**src/design/gafp_pkg.sv**
```systemverilog
// Overview of operation
// - bias bit three connects pin pull-up
// - sense code zero: buffer on, no flag
// - codes one/two/three: any, rising, falling edge
// - code five flags low level; others reserved
// - code four disables input buffer, no events
// - disabled buffer: pin not sampled nor shown
// - alias and main registers share storage
// - alias offsets zero to three, reset zero
// - direction bit n steers pin n
// - output bit n is pin n drive
// - sensed read returns enabled pin levels
// - writing sensed register toggles output bits
// - flag set on sense match, source pins
// - write one clears flag, zero keeps
// - direction one drives, zero is input
// - output pin driven high or low per bit
// - polarity flip inverts input and output
package gafp_pkg;

    localparam int GAFP_PINS = 8;
    localparam int GAFP_ADDR_W = 5;

    // alias window offsets
    localparam logic [4:0] GAFP_ALIAS_DIR = 5'h00;
    localparam logic [4:0] GAFP_ALIAS_OUT = 5'h01;
    localparam logic [4:0] GAFP_ALIAS_IN = 5'h02;
    localparam logic [4:0] GAFP_ALIAS_FLAGS = 5'h03;

    // main window offsets
    localparam logic [4:0] GAFP_MAIN_DIR = 5'h00;
    localparam logic [4:0] GAFP_MAIN_OUT = 5'h04;
    localparam logic [4:0] GAFP_MAIN_IN = 5'h08;
    localparam logic [4:0] GAFP_MAIN_FLAGS = 5'h09;
    localparam logic [4:0] GAFP_MAIN_CTRL_BASE = 5'h10;

    // per-line config field positions
    localparam int GAFP_POLARITY_BIT = 7;
    localparam int GAFP_BIAS_BIT = 3;
    localparam int GAFP_SENSE_MSB = 2;
    localparam logic [7:0] GAFP_CTRL_MASK = 8'h8F;

    localparam logic [7:0] GAFP_RESET_BYTE = 8'h00;

    typedef enum logic [2:0] {
        GAFP_SENSE_OFF_BUFFER_ON = 3'b000,
        GAFP_SENSE_ANY_EDGE = 3'b001,
        GAFP_SENSE_RISING = 3'b010,
        GAFP_SENSE_FALLING = 3'b011,
        GAFP_SENSE_BUFFER_OFF = 3'b100,
        GAFP_SENSE_LOW_LEVEL = 3'b101
    } gafp_sense_type;

    typedef enum logic [2:0] {
        GAFP_REG_NONE = 3'b000,
        GAFP_REG_DIR = 3'b001,
        GAFP_REG_OUT = 3'b010,
        GAFP_REG_IN = 3'b011,
        GAFP_REG_FLAGS = 3'b100,
        GAFP_REG_CTRL = 3'b101
    } gafp_reg_type;

    // both windows decode onto one set of registers
    function automatic gafp_reg_type gafp_decode(input logic alias_sel,
                                                 input logic [4:0] addr);
        gafp_reg_type r;
        r = GAFP_REG_NONE;
        if (alias_sel) begin
            if (addr == GAFP_ALIAS_DIR) r = GAFP_REG_DIR;
            else if (addr == GAFP_ALIAS_OUT) r = GAFP_REG_OUT;
            else if (addr == GAFP_ALIAS_IN) r = GAFP_REG_IN;
            else if (addr == GAFP_ALIAS_FLAGS) r = GAFP_REG_FLAGS;
        end else begin
            if (addr == GAFP_MAIN_DIR) r = GAFP_REG_DIR;
            else if (addr == GAFP_MAIN_OUT) r = GAFP_REG_OUT;
            else if (addr == GAFP_MAIN_IN) r = GAFP_REG_IN;
            else if (addr == GAFP_MAIN_FLAGS) r = GAFP_REG_FLAGS;
            else if (addr[4:3] == GAFP_MAIN_CTRL_BASE[4:3]) r = GAFP_REG_CTRL;
        end
        return r;
    endfunction

    // reserved codes keep the buffer on
    function automatic logic gafp_buffer_on(input logic [2:0] code);
        return code != GAFP_SENSE_BUFFER_OFF;
    endfunction

endpackage

```
**src/design/gafp_cfg_if.sv**
```systemverilog
`timescale 1ns/1ps
interface gafp_cfg_if;
    logic [7:0][2:0] sense_select;
    logic [7:0] level;
    logic [7:0] event_hit;
    modport ctrl (output sense_select, output level, input event_hit);
    modport sense (input sense_select, input level, output event_hit);
endinterface

```
**src/design/gafp_port.sv**
```systemverilog
`timescale 1ns/1ps
module gafp_port
    import gafp_pkg::*;
(
    input wire logic core_clk_in,
    input wire logic reset_in,
    input wire logic io_alias_sel_in,
    input wire logic [4:0] io_addr_in,
    input wire logic io_wr_in,
    input wire logic io_rd_in,
    input wire logic [7:0] io_wdata_in,
    output logic [7:0] io_rdata_out,
    input wire logic [7:0] pin_level_in,
    output logic [7:0] pin_drive_out,
    output logic [7:0] pin_drive_en_out,
    output logic [7:0] pin_bias_on_out,
    output logic port_irq_out
);
    logic [7:0] dir;
    logic [7:0] out_val;
    logic [7:0] flags;
    logic [7:0] next_flags;
    logic [7:0] ctrl [GAFP_PINS];
    logic [7:0] pin_sync;
    logic [7:0] inv_mask;
    logic [7:0] bias_mask;
    logic [7:0] buf_on_mask;
    logic [7:0] sensed;
    logic [7:0] clear_mask;
    logic [7:0] event_hit;
    logic [7:0] next_rdata;
    gafp_reg_type wr_reg;
    gafp_reg_type rd_reg;

    gafp_cfg_if cfg_bus();

    gafp_sync i_gafp_sync (
        .core_clk_in(core_clk_in),
        .reset_in(reset_in),
        .async_in(pin_level_in),
        .sync_out(pin_sync)
    );

    gafp_sense i_gafp_sense (
        .core_clk_in(core_clk_in),
        .reset_in(reset_in),
        .cfg(cfg_bus)
    );

    // one decoder maps both windows onto the same registers
    assign wr_reg = io_wr_in ? gafp_decode(io_alias_sel_in, io_addr_in)
                             : GAFP_REG_NONE;
    assign rd_reg = io_rd_in ? gafp_decode(io_alias_sel_in, io_addr_in)
                             : GAFP_REG_NONE;

    always_comb begin
        for (int i = 0; i < GAFP_PINS; i++) begin
            inv_mask[i] = ctrl[i][GAFP_POLARITY_BIT];
            bias_mask[i] = ctrl[i][GAFP_BIAS_BIT];
            buf_on_mask[i] = gafp_buffer_on(ctrl[i][GAFP_SENSE_MSB:0]);
            cfg_bus.sense_select[i] = ctrl[i][GAFP_SENSE_MSB:0];
        end
    end

    // input sense follows the polarity flip
    assign cfg_bus.level = pin_sync ^ inv_mask;
    assign event_hit = cfg_bus.event_hit;

    // lines with the buffer off read as zero
    assign sensed = cfg_bus.level & buf_on_mask;

    always_ff @(posedge core_clk_in or posedge reset_in) begin
        if (reset_in) begin
            dir <= GAFP_RESET_BYTE;
        end else if (wr_reg == GAFP_REG_DIR) begin
            dir <= io_wdata_in;
        end
    end

    // output storage; writing the sensed register toggles it
    always_ff @(posedge core_clk_in or posedge reset_in) begin
        if (reset_in) begin
            out_val <= GAFP_RESET_BYTE;
        end else if (wr_reg == GAFP_REG_OUT) begin
            out_val <= io_wdata_in;
        end else if (wr_reg == GAFP_REG_IN) begin
            out_val <= out_val ^ io_wdata_in;
        end
    end

    // per-line config; reserved bits are never stored
    always_ff @(posedge core_clk_in or posedge reset_in) begin
        if (reset_in) begin
            for (int i = 0; i < GAFP_PINS; i++) begin
                ctrl[i] <= GAFP_RESET_BYTE;
            end
        end else if (wr_reg == GAFP_REG_CTRL) begin
            ctrl[io_addr_in[2:0]] <= io_wdata_in & GAFP_CTRL_MASK;
        end
    end

    assign clear_mask = (wr_reg == GAFP_REG_FLAGS) ? io_wdata_in
                                                    : GAFP_RESET_BYTE;
    // a new event outranks a clear in the same cycle
    assign next_flags = (flags & ~clear_mask) | event_hit;

    always_ff @(posedge core_clk_in or posedge reset_in) begin
        if (reset_in) begin
            flags <= GAFP_RESET_BYTE;
        end else begin
            flags <= next_flags;
        end
    end

    // request rises with the first flag and drops with the last
    always_ff @(posedge core_clk_in or posedge reset_in) begin
        if (reset_in) begin
            port_irq_out <= 1'b0;
        end else begin
            port_irq_out <= |next_flags;
        end
    end

    // read mux; unmapped addresses answer zero
    always_comb begin
        next_rdata = GAFP_RESET_BYTE;
        unique case (rd_reg)
            GAFP_REG_NONE: next_rdata = GAFP_RESET_BYTE;
            GAFP_REG_DIR: next_rdata = dir;
            GAFP_REG_OUT: next_rdata = out_val;
            // sensed value is live, never stored
            GAFP_REG_IN: next_rdata = sensed;
            GAFP_REG_FLAGS: next_rdata = flags;
            GAFP_REG_CTRL: next_rdata = ctrl[io_addr_in[2:0]];
            default: next_rdata = GAFP_RESET_BYTE;
        endcase
    end

    // read data holds until the next read so slow readers can sample
    always_ff @(posedge core_clk_in or posedge reset_in) begin
        if (reset_in) begin
            io_rdata_out <= GAFP_RESET_BYTE;
        end else if (io_rd_in) begin
            io_rdata_out <= next_rdata;
        end
    end

    // pad stage lags the registers by one cycle to keep pins glitch free
    always_ff @(posedge core_clk_in or posedge reset_in) begin
        if (reset_in) begin
            pin_drive_out <= GAFP_RESET_BYTE;
            pin_drive_en_out <= GAFP_RESET_BYTE;
            pin_bias_on_out <= GAFP_RESET_BYTE;
        end else begin
            pin_drive_out <= out_val ^ inv_mask;
            pin_drive_en_out <= dir;
            pin_bias_on_out <= bias_mask;
        end
    end

    a_flag_set_wins: assert property (
        @(posedge core_clk_in) disable iff (reset_in)
        event_hit[2] && (wr_reg == GAFP_REG_FLAGS) && io_wdata_in[2]
        |=> flags[2])
        else $error("event lost against a same-cycle clear");

    a_flag_w1c: assert property (
        @(posedge core_clk_in) disable iff (reset_in)
        (wr_reg == GAFP_REG_FLAGS) && io_wdata_in[2] && !event_hit[2]
        |=> !flags[2])
        else $error("write one did not clear flag two");

    a_flag_keep: assert property (
        @(posedge core_clk_in) disable iff (reset_in)
        flags[2] && !((wr_reg == GAFP_REG_FLAGS) && io_wdata_in[2])
        |=> flags[2])
        else $error("flag two dropped without a clear");

    a_irq_tracks: assert property (
        @(posedge core_clk_in) disable iff (reset_in)
        port_irq_out == (flags != 8'h00))
        else $error("interrupt request disagrees with flags");

    a_in_toggles: assert property (
        @(posedge core_clk_in) disable iff (reset_in)
        (wr_reg == GAFP_REG_IN)
        |=> out_val == ($past(out_val) ^ $past(io_wdata_in)))
        else $error("sensed-register write did not toggle output");

    a_drive_follows: assert property (
        @(posedge core_clk_in) disable iff (reset_in)
        1'b1 |=> pin_drive_out == ($past(out_val) ^ $past(inv_mask)))
        else $error("pin drive does not follow output value");

    a_enable_follows: assert property (
        @(posedge core_clk_in) disable iff (reset_in)
        (wr_reg == GAFP_REG_DIR)
        |=> ##1 pin_drive_en_out == $past(io_wdata_in, 2))
        else $error("drive enable does not follow direction write");

    a_bias_follows: assert property (
        @(posedge core_clk_in) disable iff (reset_in)
        1'b1 |=> pin_bias_on_out == $past(bias_mask))
        else $error("pull-up does not follow bias bits");

    a_buf_off_reads: assert property (
        @(posedge core_clk_in) disable iff (reset_in)
        (rd_reg == GAFP_REG_IN)
        |=> (io_rdata_out & ~$past(buf_on_mask)) == 8'h00)
        else $error("disabled line shows a level");

    a_alias_shared: assert property (
        @(posedge core_clk_in) disable iff (reset_in)
        io_rd_in && io_alias_sel_in && (io_addr_in == GAFP_ALIAS_DIR)
        |=> io_rdata_out == $past(dir))
        else $error("alias read differs from shared direction");
endmodule

```
**src/design/gafp_sense.sv**
```systemverilog
`timescale 1ns/1ps
module gafp_sense
    import gafp_pkg::*;
(
    input wire logic core_clk_in,
    input wire logic reset_in,
    gafp_cfg_if.sense cfg
);
    logic [7:0] level_prev;
    logic [7:0] quiet_mask;

    always_ff @(posedge core_clk_in or posedge reset_in) begin
        if (reset_in) begin
            level_prev <= GAFP_RESET_BYTE;
        end else begin
            level_prev <= cfg.level;
        end
    end

    always_comb begin
        for (int i = 0; i < GAFP_PINS; i++) begin
            quiet_mask[i] = 1'b1;
            unique case (cfg.sense_select[i])
                GAFP_SENSE_ANY_EDGE: begin
                    cfg.event_hit[i] = cfg.level[i] ^ level_prev[i];
                    quiet_mask[i] = 1'b0;
                end
                GAFP_SENSE_RISING: begin
                    cfg.event_hit[i] = cfg.level[i] & ~level_prev[i];
                    quiet_mask[i] = 1'b0;
                end
                GAFP_SENSE_FALLING: begin
                    cfg.event_hit[i] = ~cfg.level[i] & level_prev[i];
                    quiet_mask[i] = 1'b0;
                end
                GAFP_SENSE_LOW_LEVEL: begin
                    cfg.event_hit[i] = ~cfg.level[i];
                    quiet_mask[i] = 1'b0;
                end
                // codes zero and four, reserved codes too
                default: begin
                    cfg.event_hit[i] = 1'b0;
                end
            endcase
        end
    end

    a_quiet_codes: assert property (
        @(posedge core_clk_in) disable iff (reset_in)
        (quiet_mask & cfg.event_hit) == 8'h00)
        else $error("event on a pin whose sense code is quiet");

    a_rise_event: assert property (
        @(posedge core_clk_in) disable iff (reset_in)
        (cfg.sense_select[2] == GAFP_SENSE_RISING) && cfg.level[2]
        && !level_prev[2] |-> cfg.event_hit[2])
        else $error("rising edge on pin two not reported");

    a_low_event: assert property (
        @(posedge core_clk_in) disable iff (reset_in)
        (cfg.sense_select[2] == GAFP_SENSE_LOW_LEVEL) && !cfg.level[2]
        |-> cfg.event_hit[2])
        else $error("low level on pin two not reported");
endmodule

```
**src/design/gafp_sync.sv**
```systemverilog
`timescale 1ns/1ps
module gafp_sync
    import gafp_pkg::*;
(
    input wire logic core_clk_in,
    input wire logic reset_in,
    input wire logic [7:0] async_in,
    output logic [7:0] sync_out
);
    logic [7:0] stage1;

    always_ff @(posedge core_clk_in or posedge reset_in) begin
        if (reset_in) begin
            stage1 <= GAFP_RESET_BYTE;
            sync_out <= GAFP_RESET_BYTE;
        end else begin
            stage1 <= async_in;
            sync_out <= stage1;
        end
    end
endmodule

```
**config.mk**
```make
export PLATFORM = sky130hd
export DESIGN_NAME = gafp_port
export DESIGN_NICKNAME = d
export VERILOG_FILES = /design/src/design/gafp_pkg.sv /design/src/design/gafp_cfg_if.sv /design/src/design/gafp_port.sv /design/src/design/gafp_sense.sv /design/src/design/gafp_sync.sv
export SDC_FILE = /design/constraint.sdc
export NUM_CORES = 1
export LEC_CHECK = 0
export ABC_AREA = 1
export BUFFER_PORTS_ARGS = -buffer_cell sky130_fd_sc_hd__buf_2
export CAP_MARGIN = 20
export CELL_PAD_IN_SITES_DETAIL_PLACEMENT = 1
export CELL_PAD_IN_SITES_GLOBAL_PLACEMENT = 2
export CORE_MARGIN = 2
export CORE_UTILIZATION = 33
export CTS_CLUSTER_DIAMETER = 100
export CTS_CLUSTER_SIZE = 24
export DETAILED_ROUTE_END_ITERATION = 8
export PLACE_DENSITY = 0.83
export SLEW_MARGIN = 10
export SYNTH_ARGS = -nofsm -noshare
export SYNTH_HDL_FRONTEND = slang
export SYNTH_SLANG_ARGS = --single-unit
```
**constraint.sdc**
```tcl
create_clock -name core_clk_in -period 3.79 [get_ports core_clk_in]
set_clock_uncertainty 0.1 [all_clocks]
set_input_delay 0.379 -clock core_clk_in [delete_from_list [all_inputs] [get_ports core_clk_in]]
set_output_delay 0.379 -clock core_clk_in [all_outputs]
set_load 0.02 [all_outputs]
```
==> metrics.md, run 1 <==
| Metric | Value |
|---|---|
| Status | complete, but fails checks |
| Failing checks | negative hold slack |
| Setup crit start kind | input port |
| Clk sink count | 121 |
| Starting density of the core | 0.338 |
| Final core area utilization | 0.411 |
| Layout fillers | 1954 |
| Fin. max-slew vios | 0 |
| Max cap viols | 0 |
| Post-synth top area cell | dfrtp_1 |
| Ys async rst share | 1.00 |
| Final setup TNS | 0 ns |
| Critical Path RT | around 4.0 ns |
| CTS H-tree depth | 4 |
| CP Max Fanout | 26 |
| Top post-synthesis cells by area | dfrtp_1 54%, nand2_1 7.9%, inv_1 6.0% |
| Largest net degree at the start of global routing | 60 |
| Total wire length | 16.9 mm |
| F_max | 402 MHz |
| Final setup violating endpoints | 0 |
| Nets@finish | 730 |
| Worst-Skew Late Latency | 0.42 ns |
| TritonCTS Buffers | 17 |
| Layout area overhead | 21.4% |
| DRC | 0 |
| Worst min path class | in2async |
| Worst path buffer plus inverter count | 3 |
| R2r endpoint | port_irq_out$_DFF_PP0_ |
| Boundary Pins | 59 |
| Met2 wire len | ~7.9 mm |
| Routability-driven placement congestion ratio | 0.833 |
| Worst path max stage delay | roughly 0.42 ns |
| Die Width | 135 um |
| R2r startpoint | ctrl[55]$_DFFE_PP0P_ |
| Crit-path cells | buf_2, inv_2, nor2_1, nand3_1, nand3_2, nand2_2, nor2_2, nand2_1, nand2_1, xnor2_1, inv_1 |
| CP max stage cell | nor2_2 |
| DP Area | between 0.006 and 0.007 sq mm |
| Post-synthesis sequential area ratio | 0.538 |
| Post-DP HPWL | around 12 mm |
| CTS tree | built |
| Root Driver | clkbuf_16 |
| #FFs+latches synth | 121 |
| Number of flip-flops in the largest register | 24 |
| Lkg Pwr | approximately 0.0033 uW |
| Count of final hold-check violations | 3 |
| Mapped Area | 0.00563 sq mm |
| Core area | between 0.015 and 0.02 sq mm |
| Vias in the first global route | 4951 |
| YS warnings | 0 |
| DRT met1 WL | between 7 and 8 mm |
| Peak VDD IR | 0.000335 V |
| Total gr overflow | 0 |
| Chip Height | approximately 130 um |
| Post-cts resize count | 0 |
| IO buf count | 58 |
| ANT cells | 0 |
| Reg2Reg Depth | 10 |
| R2R Setup Slk | 1.58 ns |
| Router iterations before antenna repair | 4 |
| Worst hold slack | -0.00426 ns |
| ANT nets after route | 0 |
| Top FF cell, synth | dfrtp_1 |
| Met3 wire len | 1.05 mm |
| Netlist cell types | 33 |
| First DRT Iteration DRCs | ~260 |
| Delay-heaviest family, CP | simple AND/OR/NAND/NOR gates |
| CP dominant cell by count | nand2_1 |
| Post-synth top area share | 0.538 |
| Initial antenna violation count | 0 |
| WS Path Type | in2reg |
| DR top layer | met4 |
| Final Cell Area | just under 0.007 sq mm |
| Vias per cell | approximately 5 |
| Via Count | 4633 |
| Minimum clock period | between 2 and 2.5 ns |
| CP Capture Type | flip-flop |
| Power density cells | 637 mW/mm^2 |
| Post-route clock period utilization | 0.656 |
| Mapped Nets | 652 |
| Worst Tran Pin Value | 0.841 ns |
| Reg clk slew, reported paths | roughly 0.06 ns |
| Syn Inst Count | 610 |
| Clock buffer depth | 2 |
| Total GRT Usage | 0.200 |
| Die ar. | 0.0181 sq mm |
| EDFF count, synth | 0 |
| Avg Cell Area, Syn | ~9.2 sq um |
| First-pass GRT wire length | 27.2 mm |
| Unrepaired setup endpoints after global routing | false |
| FP Rows | 47 |
| Final Power | 4350 uW |
| Data arrival time of the critical path | 2.69 ns |
| Worst rel slew slack | 0.439 |
| Share of cells above drive strength 1 | 0.173 |
| Wire length per cell | roughly 18 um |
logic make-up (layout without fill, tap and decap cells):
group                      after synthesis  in the layout  synth area share
AOI/OAI and AO/OA                      123            123             0.118
xor gates and xnor gates                24             24            0.0373
adders and majority gates               16             16            0.0356
buffers and inverters                  105            194            0.0716
DFF                                    121            121             0.538
muxes                                    7              7            0.0140
and+or+nand+nor                        214            214             0.186
layer usage:
layer | GRT usage | vias up
li1 | - | 2153
met1 | 0.273 | 2352
met2 | 0.314 | 109
met3 | 0.0541 | 19
met4 | 0.0585 | 0
met5 | 0 | -
cell usage in the layout (no fill, tap or decap), types with 3 or more instances in the layout:
cell,n
nor3_4,7
clkbuf_16,17
o21ai_1,39
buf_2,58
nand3_1,43
o21ai_0,29
o221ai_1,8
a21oi_1,39
ha_1,16
dfrtp_1,121
clkinv_2,6
nor2_2,3
nand2_1,119
xnor2_1,11
xor2_1,13
nor2_1,20
nor3_2,3
o22ai_1,3
inv_2,3
inv_1,89
dlygate4sd3_1,8
mux2_2,7
nand4_1,9
bufinv_16,3
buf_4,4
nor2_4,3
repair_timing:
action                    CTS  global route
hold buffers                8             0
setup buffers               0             0
hold endpoints to repair    8             0
worst max-delay path by stage:
| stage | from | endpoint | slack, ns | cells after the start |
|---|---|---|---|---|
| 6_report | io_addr_in[0] | out_val[1]$_DFFE_PP0P_ | 1.31 | 11 |
| 5_1_grt | io_addr_in[0] | out_val[4]$_DFFE_PP0P_ | 1.10 | 11 |
| 2_1_floorplan | reset_in | bias_mask[0]$_DFFE_PP0P_ | 0.1 | 1 |
| 3_3_place_gp | io_addr_in[0] | out_val[0]$_DFFE_PP0P_ | 0.97 | 11 |
| 4_1_cts | io_addr_in[0] | out_val[5]$_DFFE_PP0P_ | 1.33 | 11 |
| 3_5_place_dp | io_addr_in[0] | out_val[5]$_DFFE_PP0P_ | 0.88 | 11 |
area by class of cell:
cell class	instances	area, sq um	share of cell area
Sequential cell	121	3030	0.443
Clock inverter	10	128	0.0187
Inverter	94	355	0.0520
Multi-Input combinational cell	384	2200	0.322
Tap cell	220	275	0.0403
Clock buffer	20	447	0.0654
Timing Repair Buffer	70	400	0.0586
stage by stage:
| stage | hold WS [ns] | setup slack (ns) | std cells |
|---|---|---|---|
| 2_1_floorplan | 0.231 | 0.0968 | 610 |
| 4_1_cts | 0.0187 | 1.33 | 919 |
| 5_1_grt | 0.0426 | 1.10 | 919 |
| 3_3_place_gp | 0.233 | 0.967 | 881 |
| 6_report | -0.00426 | 1.31 | 919 |
| 3_5_place_dp | 0.236 | 0.877 | 881 |
Yosys cell counts, types with 7 or more instances:
library cell	n
xor2_1	13
ha_1	16
o221ai_1	8
xnor2_1	11
nand3_1	43
nand4_1	9
o21ai_0	29
o21ai_1	39
mux2_2	7
nor2_1	20
inv_1	90
dfrtp_1	121
a21oi_1	39
nor3_4	7
nand2_1	119
power breakdown:
part	switching, uW	total (uW)	internal (uW)
logic	601	929	328
registers	218	1820	1600
clock network	576	1610	1030
Note: power is estimated with default switching activity, not from simulation.
==> run 2, diff against run 1 <==
Settings changed: CORE_UTILIZATION 33 to 37, PLACE_DENSITY 0.83 to 0.88.
Clock period 3.79 ns to 2.41 ns, I/O delays scaled along.
==> run 2 against run 1 <==
The run now ends clean. Worst hold slack better by 0.11 ns. Via count up 0.30%. Clock power grew 63%. Global-route usage increased by 1.8 points. Sequential cell count did not move. Design area up 2.4%. Setup slack worse by 1.0 ns. Wire length is 3.2% lower. Cell count fell by 1.3%. Sequential share of layout area down 1.0 points. Largest cell class unchanged.
==> metrics.md, run 2 (synthesized netlist as in run 1, its figures left out) <==
| Metric | Value |
|---|---|
| Boundary Pins | 59 |
| CP Max Fanout | 5 |
| Worst path buffer plus inverter count | 1 |
| Initial antenna violation count | 0 |
| DR top layer | met4 |
| CP Capture Type | flip-flop |
| Clock buffer depth | 2 |
| Data arrival time of the critical path | 2.36 ns |
| Wire length per cell | 18.0 um |
| Die ar. | approximately 0.016 sq mm |
| Worst Tran Pin Value | 0.798 ns |
| Reg clk slew, reported paths | 0.06 ns |
| First DRT Iteration DRCs | around 260 |
| First-pass GRT wire length | ~27 mm |
| Root Driver | clkbuf_16 |
| Count of final hold-check violations | 0 |
| Share of cells above drive strength 1 | 0.191 |
| F_max | 464 MHz |
| Chip Height | between 100 and 150 um |
| Fin. max-slew vios | 0 |
| Critical Path RT | between 2 and 3 ns |
| Post-route clock period utilization | 0.893 |
| Clk sink count | 121 |
| Status | finished, final reports clean |
| Nets@finish | 748 |
| Peak VDD IR | around 0.00043 V |
| Delay-heaviest family, CP | simple AND/OR/NAND/NOR gates |
| Commonest non-fill, non-tap cell in the layout | dfrtp_1 |
| Worst path max stage delay | 0.44 ns |
| Core area | 0.0150 sq mm |
| Worst-Skew Late Latency | 0.43 ns |
| Max cap viols | 0 |
| CTS tree | built |
| DRT met1 WL | 7.53 mm |
| Lkg Pwr | 0.00337 uW |
| Layout fillers | 1743 |
| FP Rows | 45 |
| CTS H-tree depth | 4 |
| Vias in the first global route | 4951 |
| Total wire length | 16.3 mm |
| Post-CTS Setup Bufs | 0 |
| IO buf count | 58 |
| CP max stage cell | dfrtp_1 |
| Final core area utilization | 0.466 |
| Starting density of the core | 0.375 |
| Met3 wire len | 613 um |
| Die Width | 127 um |
| Largest net degree at the start of global routing | 92 |
| Routability-driven placement congestion ratio | 0.915 |
| Total GRT Usage | 0.218 |
| Via Count | roughly 4600 |
| Setup crit start kind | flip-flop |
| Commonest non-fill, non-tap cells in the layout | 121 x dfrtp_1, 119 x nand2_1, 89 x inv_1 |
| Post-DP HPWL | 11.8 mm |
| ANT nets after route | 0 |
| Met2 wire len | between 7 and 8 mm |
| DRC | 0 |
| TritonCTS Buffers | 17 |
| Number of flip-flops in the largest register | 24 |
| ANT cells | 0 |
| Router iterations before antenna repair | 4 |
| Minimum clock period | about 2.2 ns |
| WS Path Type | reg2reg |
| Final setup violating endpoints | 0 |
| Total gr overflow | 0 |
| Worst hold slack | approximately 0.11 ns |
| Final setup TNS | 0 ns |
| Worst rel slew slack | 0.466 |
| Crit-path cells | xor2_2, inv_1, ha_1, nor3_1, nor2_1, and3_1, a21oi_1, nand2_1, nor2_1, nand2_1 |
| Worst min path class | in2reg |
| Unrepaired setup endpoints after global routing | false |
| Power density cells | roughly 990 mW/mm^2 |
| Layout area overhead | 24.3% |
| Vias per cell | 5.12 |
## run 2: report_power, final
group | switching (uW) | internal [uW]
Sequential | 334 | 2510
Combinational | 939 | 543
Clock | 891 | 1730
## run 2: what timing repair did
item	in CTS	in global routing
hold buffers	12	0
endpoints found under the setup margin	0	1
gates resized for setup	0	2
hold endpoints to repair	132	0
## run 2: worst register-to-register path: stages (launching register included)
cell	delay, ns
dfrtp_1	0.44
xor2_2	0.28
inv_1	0.09
ha_1	0.21
nor3_1	0.18
nor2_1	0.05
and3_1	0.20
a21oi_1	0.18
nand2_1	0.08
nor2_1	0.16
nand2_1	0.08
## run 2: layout make-up
class                      instances  area [sq um]  area share
clock buffer                      25           495      0.0708
timing repair buffer              88           558      0.0797
sequential                       121          3030       0.433
tap                              188           235      0.0336
multi-input combinational        384          2210       0.316
clock inverter                     7           114      0.0163
inverter                          94           357      0.0510
## run 2: routing by layer
| metal | up-vias | GRT usage |
|---|---|---|
| met1 | 2359 | 0.295 |
| met2 | 72 | 0.349 |
| met4 | 0 | 0.0724 |
| met5 | - | 0 |
| met3 | 23 | 0.0507 |
| li1 | 2193 | - |
## run 2: path summary, 6_finish.rpt
| kind | slack, ns | endpoint | cells past startpoint | from |
|---|---|---|---|---|
| worst max-delay path | 0.26 | port_irq_out$_DFF_PP0_ | 10 | ctrl[55]$_DFFE_PP0P_ |
| worst min-delay path | 0.11 | ctrl[55]$_DFFE_PP0P_ | 3 | io_wdata_in[7] |
| min in group asynchronous | 0.39 | cfg_bus.sense_select[2]$_DFFE_PP0P_ | 4 | reset_in |
| worst min register to register | 0.25 | i_gafp_sync.sync_out[2]$_DFF_PP0_ | 0 | i_gafp_sync.stage1[2]$_DFF_PP0_ |
| max in group asynchronous | 1.40 | cfg_bus.sense_select[11]$_DFFE_PP0P_ | 4 | reset_in |
| worst max register to register | 0.26 | port_irq_out$_DFF_PP0_ | 10 | ctrl[55]$_DFFE_PP0P_ |
## run 2: metrics by stage
stage	total power, uW	instance area (sq um)	setup slack, ns	instances
final	6950	7000	0.257	907
after global routing	7310	7000	0.0146	907
after CTS	7000	6990	0.148	907
after detailed placement	4340	6260	0.0106	863
after global placement	4260	6260	0.114	863
after floorplan	3770	5630	0.506	610
==> run 3, diff against run 2 <==
Settings changed: BUFFER_PORTS_ARGS -buffer_cell sky130_fd_sc_hd__buf_2 to unset, CORE_UTILIZATION 37 to 39, DONT_BUFFER_PORTS set to 1, PLACE_DENSITY 0.88 to 0.86.
==> run 3 against run 2 <==
Combinational power is 28% lower. Via count is 2.8% lower. Worst hold slack worse by 0.086 ns.
==> metrics.md, run 3 (synthesized netlist as in run 1, its figures left out) <==
| Metric | Value |
|---|---|
| Lkg Pwr | 0.00315 uW |
| Commonest non-fill, non-tap cell in the layout | dfrtp_1 |
| Count of final hold-check violations | 0 |
| Die Width | 124 um |
| Post-route insts no fill | 846 |
| Total GRT Usage | 0.235 |
| Routability-driven placement congestion ratio | 0.861 |
| TritonCTS Buffers | 17 |
| Reg clk slew, reported paths | 0.05 ns |
| First DRT Iteration DRCs | 258 |
| DRC | 0 |
| CP Capture Type | flip-flop |
| Fin worst setup slack | 0.208 ns |
| Root Driver | clkbuf_16 |
| Via Count | 4516 |
| Worst-Skew Late Latency | about 0.42 ns |
| Wire length per cell | 20.0 um |
| Starting density of the core | 0.403 |
| Die ar. | 0.0154 sq mm |
| Internal | 4420 uW |
| Initial antenna violation count | 0 |
| Clock buffer depth | 2 |
| ANT nets after route | 0 |
| CTS H-tree depth | 4 |
| Worst hold stages | 2 |
| Share of cells above drive strength 1 | 0.111 |
| CP Max Fanout | 4 |
| Clock power share | 0.361 |
| Router iterations before antenna repair | 6 |
| Setup crit start kind | flip-flop |
| WS Path Type | reg2reg |
| Data arrival time of the critical path | 2.40 ns |
| Worst path max stage delay | 0.43 ns |
| Number of flip-flops in the largest register | 24 |
| Unrepaired setup endpoints after global routing | false |
| Peak VDD IR | 0.000550 V |
| Boundary Pins | 59 |
| Sw frac | 0.322 |
| Total wire length | 16.9 mm |
| Crit-path cells | xnor2_1, inv_1, ha_1, a21oi_1, o21ai_0, a21oi_1, a21oi_1, nand2_1, nor2_1, nand2_1 |
| Vias per cell | 5.34 |
| Power density cells | 970 mW/mm^2 |
| Layout area overhead | 19.3% |
| CTS tree | built |
| Core area | about 0.014 sq mm |
| Post-route clock period utilization | 0.914 |
| FP Rows | 43 |
| Final setup violating endpoints | 0 |
| Logic pwr share | 0.165 |
| Post-DP HPWL | 11.7 mm |
| First-pass GRT wire length | about 26 mm |
| IO buf count | 0 |
| Reg2Reg Depth | 10 |
| Seq pwr share | 0.475 |
| F_max | 454 MHz |
| Worst min path class | in2reg |
| Total gr overflow | 0 |
| Worst Tran Pin Value | 0.785 ns |
| Nets@finish | 697 |
| CP dominant cell by count | a21oi_1 |
| Worst rel slew slack | 0.475 |
| Fin. max-slew vios | 0 |
| Chip Height | roughly 120 um |
| Vias in the first global route | 4755 |
| Minimum clock period | around 2.2 ns |
| Largest net degree at the start of global routing | slightly below 50 |
| DP Cell Count | 790 |
| Status | finished, final reports clean |
| Critical Path RT | 2.61 ns |
| Clk sink count | 121 |
| Final setup TNS | 0 ns |
| Max cap viols | 0 |
| Setup WS pre-CTS | 0.132 ns |
| Commonest non-fill, non-tap cells in the layout | 121 x dfrtp_1, 119 x nand2_1, 89 x inv_1 |
| CP max stage cell | dfrtp_1 |
| Net switching power | 2090 uW |
[run 3: cell types whose count changed in the layout (fill, tap and decap cells not counted)]
cell / before / now
buf_2: 58 / 0
bufinv_16: 3 / 0
clkbuf_8: 4 / 7
buf_4: 17 / 14
clkinv_2: 3 / 2
diode_2: 0 / 1
a21oi_1: 38 / 39
a21oi_2: 1 / 0
clkbuf_1: 4 / 3
dlygate4sd3_1: 12 / 21
clkinv_4: 1 / 0
buf_12: 1 / 2
[run 3: per-stage QoR]
stage                     power [uW]  instance area, sq um  hold slack (ns)   util
after floorplan                 3770                  5630            0.172      -
after global placement          4030                  5920            0.172  0.423
after detailed placement        4130                  5920            0.172  0.423
after CTS                       6580                  6670        0.0000200  0.477
after global routing            6870                  6720          0.00920  0.480
final                           6510                  6720           0.0200  0.480
[run 3: layer usage]
layer	wire, um	track usage	vias up
met5	0	0	-
met4	295	0.0772	0
met3	724	0.0577	24
met2	8170	0.378	104
met1	7720	0.310	2310
li1	-	-	2078
[run 3: area by class of cell]
class | instances | area (sq um)
clock buffers | 27 | 533
fillers | 1593 | 7270
flip-flops and latches | 121 | 3030
inverters | 94 | 357
clock inverters | 2 | 10.0
well taps | 180 | 225
repair buffers | 37 | 355
diodes | 1 | 2.50
multi-input cells | 384 | 2210
[run 3: power groups by stage]
stage | combinational [uW] | sequential (uW) | clock, uW
floorplan | 772 | 2990 | 0
global placement | 931 | 3100 | 0
detailed placement | 1000 | 3130 | 0
CTS | 1080 | 3100 | 2400
global route | 1220 | 3170 | 2490
finish | 1070 | 3090 | 2350
[run 3: what timing repair did]
item | CTS | global route
hold endpoints to repair | 102 | 0
resized for setup | 0 | 1
hold buffers | 21 | 0
setup buffers | 0 | 5
endpoints found under the setup margin | 0 | 2
[run 3: worst paths after layout]
kind                                                endpoint  slack (ns)                             from
setup reg to reg                      port_irq_out$_DFF_PP0_        0.21             ctrl[47]$_DFFE_PP0P_
hold / removal                            dir[7]$_DFFE_PP0N_        0.02                   io_wdata_in[7]
min in group asynchronous    i_gafp_sync.stage1[0]$_DFF_PP0_        0.34                         reset_in
max in group asynchronous                ctrl[7]$_DFFE_PP0P_        1.15                         reset_in
hold reg to reg            i_gafp_sync.sync_out[3]$_DFF_PP0_        0.25  i_gafp_sync.stage1[3]$_DFF_PP0_
setup / recovery                      port_irq_out$_DFF_PP0_        0.21             ctrl[47]$_DFFE_PP0P_
[run 3: critical path: cells and delay by family (launching register included)]
family,cells,cell delay (ns)
XOR/XNOR,1,0.26
AND/OR/NAND/NOR,3,0.32
adder cells (fa/ha/maj),1,0.30
flip-flops,1,0.43
AO/OA/AOI/OAI,4,0.54
buffers and inverters,1,0.14
